File: src/common/cbv_pkg.sv
// Shared constants and types for the current balance and code decode block
package cbv_pkg;

  // Clock and setup timing
  localparam int CLK_PERIOD_NS = 4;
  localparam int SEL_SETUP_NS = 1000;
  localparam int SEL_SETUP_CYC_I =
    (SEL_SETUP_NS + CLK_PERIOD_NS - 1) / CLK_PERIOD_NS;
  localparam logic [9:0] SEL_SETUP_CYC = 10'(SEL_SETUP_CYC_I);

  // Widths
  localparam int CHANNELS = 4;
  localparam int CUR_W = 12;
  localparam int WIDTH_W = 16;
  localparam int REF_W = 14;
  localparam int CODE_W = 6;
  localparam int ADDR_W = 8;

  // Register byte offsets
  localparam logic [7:0] OFS_CHANNELS = 8'h00;
  localparam logic [7:0] OFS_PERIOD = 8'h04;
  localparam logic [7:0] OFS_BASE_WIDTH = 8'h08;
  localparam logic [7:0] OFS_SERIAL_REF = 8'h0C;
  localparam logic [7:0] OFS_STATUS = 8'h10;
  localparam logic [7:0] OFS_REF = 8'h14;
  localparam logic [7:0] OFS_AVERAGE = 8'h18;
  localparam logic [7:0] OFS_ERROR0 = 8'h20;

  // Status field positions
  localparam int ST_CORE_EN = 0;
  localparam int ST_SEC_EN = 1;
  localparam int ST_PARALLEL = 2;
  localparam int ST_SERIAL = 3;
  localparam int ST_SETUP_SHORT = 4;
  localparam int ST_CODE_LSB = 8;

  // Reset values and limits
  localparam logic [2:0] RST_CHANNELS = 3'h4;
  localparam logic [2:0] MIN_CHANNELS = 3'h2;
  localparam logic [15:0] RST_PERIOD = 16'h00FA;
  localparam logic [15:0] MIN_PERIOD = 16'h0004;
  localparam logic [15:0] RST_BASE_WIDTH = 16'h0064;
  localparam logic [13:0] RST_SERIAL_REF = 14'h0000;
  localparam int FILT_SHIFT = 2;

  // Reference levels in units of 0.1 mV
  localparam logic [13:0] REF_TOP = 14'h3C8C;
  localparam logic [13:0] REF_STEP_HI = 14'h00FA;
  localparam logic [13:0] REF_MID = 14'h1DC9;
  localparam logic [13:0] REF_STEP_LO = 14'h007D;
  localparam logic [13:0] REF_SAFE = 14'h101D;
  localparam logic [5:0] CODE_SPLIT = 6'h20;
  localparam logic [5:0] CODE_LAST = 6'h3C;

  // Divide by three as multiply and shift
  localparam logic [31:0] THIRD_MUL = 32'h0000_5556;

  // Operating mode, gray coded
  typedef enum logic [1:0] {
    MODE_OFF = 2'h0,
    MODE_SERIAL = 2'h1,
    MODE_PARALLEL = 2'h3
  } cbv_mode_type;

  // Balance sequence, gray coded
  typedef enum logic [1:0] {
    BAL_IDLE = 2'h0,
    BAL_AVG = 2'h1,
    BAL_UPD = 2'h3
  } cbv_bal_type;

  // Per channel result
  typedef struct packed {
    logic signed [15:0] balance_error;
    logic [15:0] pulse_width;
  } cbv_chan_out_type;

endpackage

File: src/hdl/cbv_balance_chan.sv
// One channel of the current balance loop: error filter and width trim
`timescale 1ns/1ns
module cbv_balance_chan (
  // Clock and reset
  input wire logic clk,
  input wire logic reset,
  // Control
  input wire logic active,
  input wire logic update,
  input wire logic [11:0] sample,
  input wire logic [11:0] average,
  input wire logic [15:0] base_width,
  // Result
  output cbv_pkg::cbv_chan_out_type result
);

  logic signed [15:0] err;
  logic signed [15:0] filt_d;
  logic signed [15:0] filt_q;
  logic signed [17:0] width_s;
  logic [15:0] width_d;
  logic [15:0] width_q;

  // Error, filter and trimmed width
  always_comb begin
    err = $signed({4'h0, sample}) - $signed({4'h0, average});
    filt_d = filt_q + ((err - filt_q) >>> cbv_pkg::FILT_SHIFT);
    width_s = $signed({2'b00, base_width}) - 18'(filt_d);
    if (width_s < 0) begin
      width_d = 16'h0000;
    end else if (width_s > 18'sh0FFFF) begin
      width_d = 16'hFFFF;
    end else begin
      width_d = width_s[15:0];
    end
  end

  // Filter state; inactive channel held at zero
  always_ff @(posedge clk) begin
    if (reset || !active) begin
      filt_q <= 16'sh0000;
      width_q <= 16'h0000;
    end else if (update) begin
      filt_q <= filt_d;
      width_q <= width_d;
    end
  end

  assign result.balance_error = filt_q;
  assign result.pulse_width = width_q;

endmodule // cbv_balance_chan

File: src/hdl/cbv_top.sv
// Mode capture, parallel code decode and channel current balance
//
// Decided for this implementation: the register offsets and the Avalon-MM interface to the registers.
`timescale 1ns/1ns
module cbv_top (
  // Clock and reset
  input wire logic clk,
  input wire logic reset,
  // Pins
  input wire logic enable_pin,
  input wire logic mode_select_code_bit1,
  input wire logic code_bit0,
  input wire logic code_bit2,
  input wire logic code_bit3,
  input wire logic code_bit4,
  input wire logic code_bit5,
  // Channel current samples from sensing logic
  input wire logic [3:0][11:0] channel_current,
  // Avalon-MM slave
  input wire logic [7:0] avs_address,
  input wire logic avs_read,
  input wire logic avs_write,
  input wire logic [31:0] avs_writedata,
  output logic [31:0] avs_readdata,
  output logic avs_waitrequest,
  // Regulator control
  output logic core_regulator_enable,
  output logic secondary_regulator_enable,
  output logic parallel_code_mode,
  output logic serial_code_mode,
  output logic [13:0] reference_level,
  output logic [15:0] cycle_average_current,
  output cbv_pkg::cbv_chan_out_type [3:0] channel_out
);

  // Reference level for a parallel code
  function automatic logic [13:0] ref_of(input logic [5:0] code);
    logic [13:0] r;
    r = cbv_pkg::REF_SAFE;
    if (code < cbv_pkg::CODE_SPLIT) begin
      r = cbv_pkg::REF_TOP - 14'(code) * cbv_pkg::REF_STEP_HI;
    end else if (code <= cbv_pkg::CODE_LAST) begin
      r = cbv_pkg::REF_MID -
        14'(code - cbv_pkg::CODE_SPLIT) * cbv_pkg::REF_STEP_LO;
    end
    return r;
  endfunction

  // Average of a sum over the active channel count
  function automatic logic [11:0] avg_of(input logic [13:0] sum,
                                         input logic [2:0] count);
    logic [31:0] p;
    logic [11:0] a;
    p = 32'(sum) * cbv_pkg::THIRD_MUL;
    case (count)
      3'h2: a = sum[12:1];
      3'h3: a = p[27:16];
      default: a = sum[13:2];
    endcase
    return a;
  endfunction

  // Pin synchronisers
  logic [6:0] pin_meta_q;
  logic [6:0] pin_sync_q;
  logic en_s;
  logic sel_s;
  logic [5:0] code_s;

  // Mode capture
  logic en_prev_q;
  logic en_rise;
  logic sel_prev_q;
  logic [9:0] sel_stable_q;
  logic setup_short_q;
  cbv_pkg::cbv_mode_type mode_q;
  cbv_pkg::cbv_mode_type mode_d;
  logic core_en_q;
  logic sec_en_q;
  logic [13:0] ref_q;

  // Software registers
  logic [2:0] chan_count_q;
  logic [15:0] period_q;
  logic [15:0] base_width_q;
  logic [13:0] serial_ref_q;

  // Bus slave
  logic req;
  logic ack_q;
  logic [31:0] rdata_q;
  logic [31:0] rdata_d;
  logic wr_en;

  // Balance sequence
  logic [15:0] timer_q;
  logic cycle_start;
  cbv_pkg::cbv_bal_type bal_q;
  logic [3:0][11:0] samples_q;
  logic [3:0] active;
  logic [13:0] sum;
  logic [11:0] avg_q;
  logic update;

  // Two flops on every pin before use
  always_ff @(posedge clk) begin
    if (reset) begin
      pin_meta_q <= 7'h00;
      pin_sync_q <= 7'h00;
    end else begin
      pin_meta_q <= {enable_pin, code_bit5, code_bit4, code_bit3,
                     code_bit2, mode_select_code_bit1, code_bit0};
      pin_sync_q <= pin_meta_q;
    end
  end

  assign en_s = pin_sync_q[6];
  assign sel_s = pin_sync_q[1];
  assign code_s = pin_sync_q[5:0]; // Shared pin is code bit 1
  assign en_rise = en_s && !en_prev_q;

  // Enable edge and select stability tracking
  always_ff @(posedge clk) begin
    if (reset) begin
      en_prev_q <= 1'b0;
      sel_prev_q <= 1'b0;
      sel_stable_q <= 10'h000;
    end else begin
      en_prev_q <= en_s;
      sel_prev_q <= sel_s;
      if (sel_s != sel_prev_q) begin
        sel_stable_q <= 10'h000;
      end else if (sel_stable_q < cbv_pkg::SEL_SETUP_CYC) begin
        sel_stable_q <= sel_stable_q + 10'h001;
      end
    end
  end

  // Flags a select that moved too close to the enable edge
  always_ff @(posedge clk) begin
    if (reset) begin
      setup_short_q <= 1'b0;
    end else if (en_rise) begin
      setup_short_q <= (sel_s != sel_prev_q) ||
        (sel_stable_q < cbv_pkg::SEL_SETUP_CYC);
    end
  end

  // Mode selection
  always_comb begin
    mode_d = mode_q;
    case (mode_q)
      cbv_pkg::MODE_OFF: begin
        if (en_rise) begin
          if (sel_s) begin
            mode_d = cbv_pkg::MODE_PARALLEL;
          end else begin
            mode_d = cbv_pkg::MODE_SERIAL;
          end
        end
      end
      cbv_pkg::MODE_SERIAL, cbv_pkg::MODE_PARALLEL: begin
        if (!en_s) begin
          mode_d = cbv_pkg::MODE_OFF;
        end
      end
      default: mode_d = cbv_pkg::MODE_OFF;
    endcase
  end

  // Mode register and regulator enables
  always_ff @(posedge clk) begin
    if (reset) begin
      mode_q <= cbv_pkg::MODE_OFF;
      core_en_q <= 1'b0;
      sec_en_q <= 1'b0;
    end else begin
      mode_q <= mode_d;
      core_en_q <= (mode_d != cbv_pkg::MODE_OFF);
      sec_en_q <= (mode_d == cbv_pkg::MODE_SERIAL);
    end
  end

  // Reference level follows the mode
  always_ff @(posedge clk) begin
    if (reset) begin
      ref_q <= 14'h0000;
    end else begin
      case (mode_q)
        cbv_pkg::MODE_PARALLEL: ref_q <= ref_of(code_s);
        cbv_pkg::MODE_SERIAL: ref_q <= serial_ref_q;
        default: ref_q <= 14'h0000;
      endcase
    end
  end

  // Avalon slave: one wait state, then answer
  assign req = avs_read || avs_write;
  assign avs_waitrequest = req && !ack_q;
  assign wr_en = avs_write && ack_q;

  always_ff @(posedge clk) begin
    if (reset) begin
      ack_q <= 1'b0;
    end else begin
      ack_q <= req && !ack_q;
    end
  end

  // Read data mux
  always_comb begin
    rdata_d = 32'h0000_0000;
    case (avs_address)
      cbv_pkg::OFS_CHANNELS: rdata_d = 32'(chan_count_q);
      cbv_pkg::OFS_PERIOD: rdata_d = 32'(period_q);
      cbv_pkg::OFS_BASE_WIDTH: rdata_d = 32'(base_width_q);
      cbv_pkg::OFS_SERIAL_REF: rdata_d = 32'(serial_ref_q);
      cbv_pkg::OFS_STATUS: begin
        rdata_d[cbv_pkg::ST_CORE_EN] = core_en_q;
        rdata_d[cbv_pkg::ST_SEC_EN] = sec_en_q;
        rdata_d[cbv_pkg::ST_PARALLEL] =
          (mode_q == cbv_pkg::MODE_PARALLEL);
        rdata_d[cbv_pkg::ST_SERIAL] = (mode_q == cbv_pkg::MODE_SERIAL);
        rdata_d[cbv_pkg::ST_SETUP_SHORT] = setup_short_q;
        rdata_d[cbv_pkg::ST_CODE_LSB +: 6] = code_s;
      end
      cbv_pkg::OFS_REF: rdata_d = 32'(ref_q);
      cbv_pkg::OFS_AVERAGE: rdata_d = 32'(avg_q);
      default: begin
        for (int i = 0; i < cbv_pkg::CHANNELS; i++) begin
          if (avs_address == cbv_pkg::OFS_ERROR0 + 8'(4 * i)) begin
            rdata_d = 32'(channel_out[i].balance_error);
          end
        end
      end
    endcase
  end

  // Read data captured in the wait cycle
  always_ff @(posedge clk) begin
    if (reset) begin
      rdata_q <= 32'h0000_0000;
    end else if (avs_read && !ack_q) begin
      rdata_q <= rdata_d;
    end
  end

  assign avs_readdata = rdata_q;

  // Software writes; out of range values ignored or clamped
  always_ff @(posedge clk) begin
    if (reset) begin
      chan_count_q <= cbv_pkg::RST_CHANNELS;
      period_q <= cbv_pkg::RST_PERIOD;
      base_width_q <= cbv_pkg::RST_BASE_WIDTH;
      serial_ref_q <= cbv_pkg::RST_SERIAL_REF;
    end else if (wr_en) begin
      case (avs_address)
        cbv_pkg::OFS_CHANNELS: begin
          if (avs_writedata[2:0] >= cbv_pkg::MIN_CHANNELS &&
              avs_writedata[31:3] == 29'h0 &&
              avs_writedata[2:0] <= cbv_pkg::RST_CHANNELS) begin
            chan_count_q <= avs_writedata[2:0];
          end
        end
        cbv_pkg::OFS_PERIOD: begin
          if (avs_writedata[15:0] < cbv_pkg::MIN_PERIOD) begin
            period_q <= cbv_pkg::MIN_PERIOD;
          end else begin
            period_q <= avs_writedata[15:0];
          end
        end
        cbv_pkg::OFS_BASE_WIDTH: base_width_q <= avs_writedata[15:0];
        cbv_pkg::OFS_SERIAL_REF: serial_ref_q <= avs_writedata[13:0];
        default: ;
      endcase
    end
  end

  // Switching cycle timer, runs only while the core is on
  assign cycle_start = core_en_q && (timer_q == 16'h0000);

  always_ff @(posedge clk) begin
    if (reset || !core_en_q) begin
      timer_q <= 16'h0000;
    end else if (cycle_start) begin
      timer_q <= period_q - 16'h0001;
    end else begin
      timer_q <= timer_q - 16'h0001;
    end
  end

  // Active channel mask from channel count
  always_comb begin
    for (int i = 0; i < cbv_pkg::CHANNELS; i++) begin
      active[i] = core_en_q && (3'(i) < chan_count_q);
    end
  end

  // Sum of active samples
  always_comb begin
    sum = 14'h0000;
    for (int i = 0; i < cbv_pkg::CHANNELS; i++) begin
      if (active[i]) begin
        sum = sum + 14'(samples_q[i]);
      end
    end
  end

  // Sample, average, update sequence per switching cycle
  always_ff @(posedge clk) begin
    if (reset || !core_en_q) begin
      bal_q <= cbv_pkg::BAL_IDLE;
    end else begin
      case (bal_q)
        cbv_pkg::BAL_IDLE: begin
          if (cycle_start) begin
            bal_q <= cbv_pkg::BAL_AVG;
          end
        end
        cbv_pkg::BAL_AVG: bal_q <= cbv_pkg::BAL_UPD;
        cbv_pkg::BAL_UPD: bal_q <= cbv_pkg::BAL_IDLE;
        default: bal_q <= cbv_pkg::BAL_IDLE;
      endcase
    end
  end

  // Samples captured once at cycle start
  always_ff @(posedge clk) begin
    if (reset) begin
      samples_q <= '0;
    end else if (cycle_start && bal_q == cbv_pkg::BAL_IDLE) begin
      for (int i = 0; i < cbv_pkg::CHANNELS; i++) begin
        if (active[i]) begin
          samples_q[i] <= channel_current[i];
        end else begin
          samples_q[i] <= 12'h000;
        end
      end
    end
  end

  // Cycle average current
  always_ff @(posedge clk) begin
    if (reset || !core_en_q) begin
      avg_q <= 12'h000;
    end else if (bal_q == cbv_pkg::BAL_AVG) begin
      avg_q <= avg_of(sum, chan_count_q);
    end
  end

  assign update = (bal_q == cbv_pkg::BAL_UPD);

  // One balance loop per channel
  generate
    for (genvar g = 0; g < cbv_pkg::CHANNELS; g++) begin : g_chan
      cbv_balance_chan u_chan (
        .clk(clk),
        .reset(reset),
        .active(active[g]),
        .update(update),
        .sample(samples_q[g]),
        .average(avg_q),
        .base_width(base_width_q),
        .result(channel_out[g])
      );
    end
  endgenerate

  // Outputs
  assign core_regulator_enable = core_en_q;
  assign secondary_regulator_enable = sec_en_q;
  assign parallel_code_mode = (mode_q == cbv_pkg::MODE_PARALLEL);
  assign serial_code_mode = (mode_q == cbv_pkg::MODE_SERIAL);
  assign reference_level = ref_q;
  assign cycle_average_current = {4'h0, avg_q};

endmodule // cbv_top

File: config.mk
export PLATFORM = sky130hd
export DESIGN_NAME = cbv_top
export DESIGN_NICKNAME = d
export VERILOG_FILES = /design/src/common/cbv_pkg.sv /design/src/hdl/cbv_balance_chan.sv /design/src/hdl/cbv_top.sv
export SDC_FILE = /design/constraint.sdc
export NUM_CORES = 2
export LEC_CHECK = 0
export ABC_AREA = 1
export ABC_CLOCK_PERIOD_IN_PS = 25800
export BUFFER_PORTS_ARGS = -buffer_cell sky130_fd_sc_hd__buf_2
export CORE_MARGIN = 2
export CORE_UTILIZATION = 37
export CTS_CLUSTER_SIZE = 16
export DETAILED_ROUTE_END_ITERATION = 8
export SLEW_MARGIN = 10
export SYNTH_ARGS = -nofsm -noshare
export SYNTH_HDL_FRONTEND = slang
export SYNTH_SLANG_ARGS = --single-unit
File: constraint.sdc
create_clock -name clk -period 25.8 [get_ports clk]
set_input_delay 1.29 -clock clk [delete_from_list [all_inputs] [get_ports clk]]
set_output_delay 1.29 -clock clk [all_outputs]
set_load 0.01 [all_outputs]
==> impl_results.md <==
* Status: completed
* I/O pin count at 294
* Hpwl dp at approximately 95 mm
* Slew at the pin with the worst max-slew slack at around 1.0 ns
* Root Driver: clkbuf_16
* Commonest non-fill, non-tap cell in the layout: nand2_1
* Power Dens Cells at between 50 and 60 nW/um^2
* Worst-path clk slew at about 0.06 ns
* Number of global-route vias before repair at between 20000 and 30000
* H-tree depth at 2
* Avg WL per Cell at ~19 um
* Number of vias after detailed routing at about 31000
* Sequential area share after synthesis at about a fifth
* Post-Synthesis Cells at 4556
* Final period util at around two fifths
* Worst setup EP type: register
* Post-route ant nets at 0
* Pin count of the biggest net entering global routing at roughly 110
* Slowest-stage cell, CP: dfxtp_1
* Hold Buf Count CTS at 0
* Total Wirelength at between 100 and 150 mm
* Ratio of cells with drive above 1 in the final layout at a little under an eighth
* Critical path arrival at 10.70 ns
* Initial core utilization at 37.42%
* Core Box Area at 85410 um^2
* Clock Latency Late Sink at 0.59 ns
* Pwr Total at about 0.0021 W
* Layout fillers at 9089
* TNS Setup at 0 ns
* CTS Sinks at roughly 320
* CP peak stage delay at between 0.5 and 0.6 ns
* Synthesized area per cell at approximately 7 um^2
* DR DRC count at 0
* RSZ-0062 raised after global routing: false
* Gr usage total at between 20% and 30%
* Port Buffers at ~290
* Cell Rows at about 110
* Worst-path fanout max at 11
* Post-cts sizing count at 0
* Async S/R FF share, synth at 0%
* Area grow syn2layout at 12.54%
* First-pass GRT wire length at roughly 170 mm
* Iteration-0 DRC Markers at approximately 2300
* Clock skew at about 0.026 ns
* Yosys Warn Count at 0
* Largest vdd supply drop at between 0.04 and 0.05 mV
* Max_slew headroom at between 30 and 40%
* Lkg Pwr at 18.44 nW
* Most Frequent Cell on Critical Path: nand2_1
* EDFF count, synth at 0
* Most frequent cells in the layout: 843 x nand2_1, 834 x inv_1, 442 x a21oi_1
* #FFs+latches synth at about 320
* Die Wd at 297.9 um
* Nets at roughly 5400
* Placer Congestion at a little under 1
* Top FF cell, synth: dfxtp_1
* Vias per inst at between 5 and 6
* Setup violators final at 0
* Inserted Clock Buffers at 41
* Worst setup path class: reg -> reg
* Final Max Slew Viols at 0
* Post-CTS setup repair buffer count at 0
* Yosys cell types at around 80
* Die Y at just under 300 um
* Total grt overflow at 0
* Critical path required time at between 20 and 30 ns
* Final hold violation count at 0
* Max frequency at a little under 0.1 GHz
* Router iterations before antenna repair at 6
* Hold Crit Class: reg -> reg
* Final min period at a little over 10 ns
* Antenna violations before repair at 4
* Clock Path Buffers at 3
* Synthesized area at approximately 32000 um^2
* Max cap viols at 0
* CP startpoint kind: register
* CTS tree: built
* Die ar. at around 89000 um^2
## final cells by class
class | count | area [um^2] | area share, %
multi-input combinational | 3276 | 21830 | 60.70
sequential | 318 | 6366 | 17.70
inverter | 850 | 3193 | 8.877
timing repair buffer | 316 | 1649 | 4.585
tap | 1144 | 1431 | 3.979
clock buffer | 55 | 1191 | 3.312
clock inverter | 17 | 301.5 | 0.8383
antenna | 2 | 5.005 | 0.01391
## flip-flops by register name, summed over array words and instances, names as in the netlist, 2 cells and up
signal / flops
bal_q: 2
avg_q: 12
reference_level: 14
mode_q: 2
samples_q: 48
serial_ref_q: 14
pin_meta_q: 7
base_width_q: 16
avs_readdata: 17
chan_count_q: 3
timer_q: 16
period_q: 16
g_chan.u_chan.width_q: 64
g_chan.u_chan.filt_q: 64
pin_sync_q: 7
sel_stable_q: 10
## worst paths after layout
path / from / endpoint / slack, ns / depth (start not counted)
worst min register to register: pin_meta_q[6] / pin_sync_q[6] / 0.40 / 2
worst max-delay path: core_regulator_enable / avg_q[4] / 15.57 / 51
worst min-delay path: pin_meta_q[6] / pin_sync_q[6] / 0.40 / 2
worst max register to register: core_regulator_enable / avg_q[4] / 15.57 / 51
## cells in the mapped netlist (8+ instances only)
cell,n,area [um^2]
a211oi_1,11,82.58
a21o_1,18,135.1
a21oi_1,442,2212
a21oi_2,26,227.7
a221oi_1,16,140.1
a31oi_1,34,212.7
and2_1,8,50.05
buf_1,9,33.78
buf_4,21,157.7
clkbuf_1,67,251.5
dfxtp_1,318,6366
fa_1,98,1962
ha_1,414,5180
inv_1,835,3134
nand2_1,844,3168
nand2_2,44,275.3
nand2_4,18,202.7
nand3_1,159,795.8
nand3_2,13,130.1
nand4_1,41,256.5
nor2_1,238,893.4
nor3_1,48,240.2
nor4_1,15,93.84
o2111ai_1,15,131.4
o211ai_1,23,172.7
o21a_1,9,67.56
o21ai_0,328,1642
o21ai_1,17,85.08
o21bai_1,29,217.7
o221ai_1,13,113.9
o22ai_1,24,150.1
or2_2,10,62.56
xnor2_1,57,499.2
xor2_1,176,1541
## metrics by stage
step	hold WS, ns	setup slack (ns)	area [um^2]	cells	utilization, %
6_report	0.4010	15.57	35970	5978	42.11
5_1_grt	0.4214	14.49	35960	5976	42.11
4_1_cts	0.4012	15.60	35960	5976	42.11
3_5_place_dp	0.3931	15.69	34470	5904	40.36
3_3_place_gp	0.3923	15.82	34470	5904	40.36
2_1_floorplan	0.3883	16.98	31970	4559	-
## worst max-delay path, delay by kind of cell, from the launching register on
| kind | cells | cell delay (ns) |
|---|---|---|
| AOI/OAI and AO/OA | 11 | 2.09 |
| adders and majority gates | 10 | 3.95 |
| buffers and inverters | 9 | 0.73 |
| DFF | 1 | 0.59 |
| and+or+nand+nor | 21 | 2.74 |
## power breakdown
part           total, W  switching (W)  internal [W]
logic          0.000934       0.000582      0.000352
registers      0.000508      0.0000101      0.000497
clock network  0.000649       0.000245      0.000404
## kinds of logic after synthesis
group,synth area share (%)
compound gates,19.08
xor+xnor,6.506
fa+ha+maj,22.35
buf+inv,11.88
flops,19.92
other cells,0.01173
simple gates,20.26
## per-layer routing
layer	wire [um]	track usage (%)
met1	52420	34.33
met3	6646	2.793
met2	51320	40.95
met5	37	0
met4	4303	8.638
No activity file was read; power rests on OpenSTA's default activity.
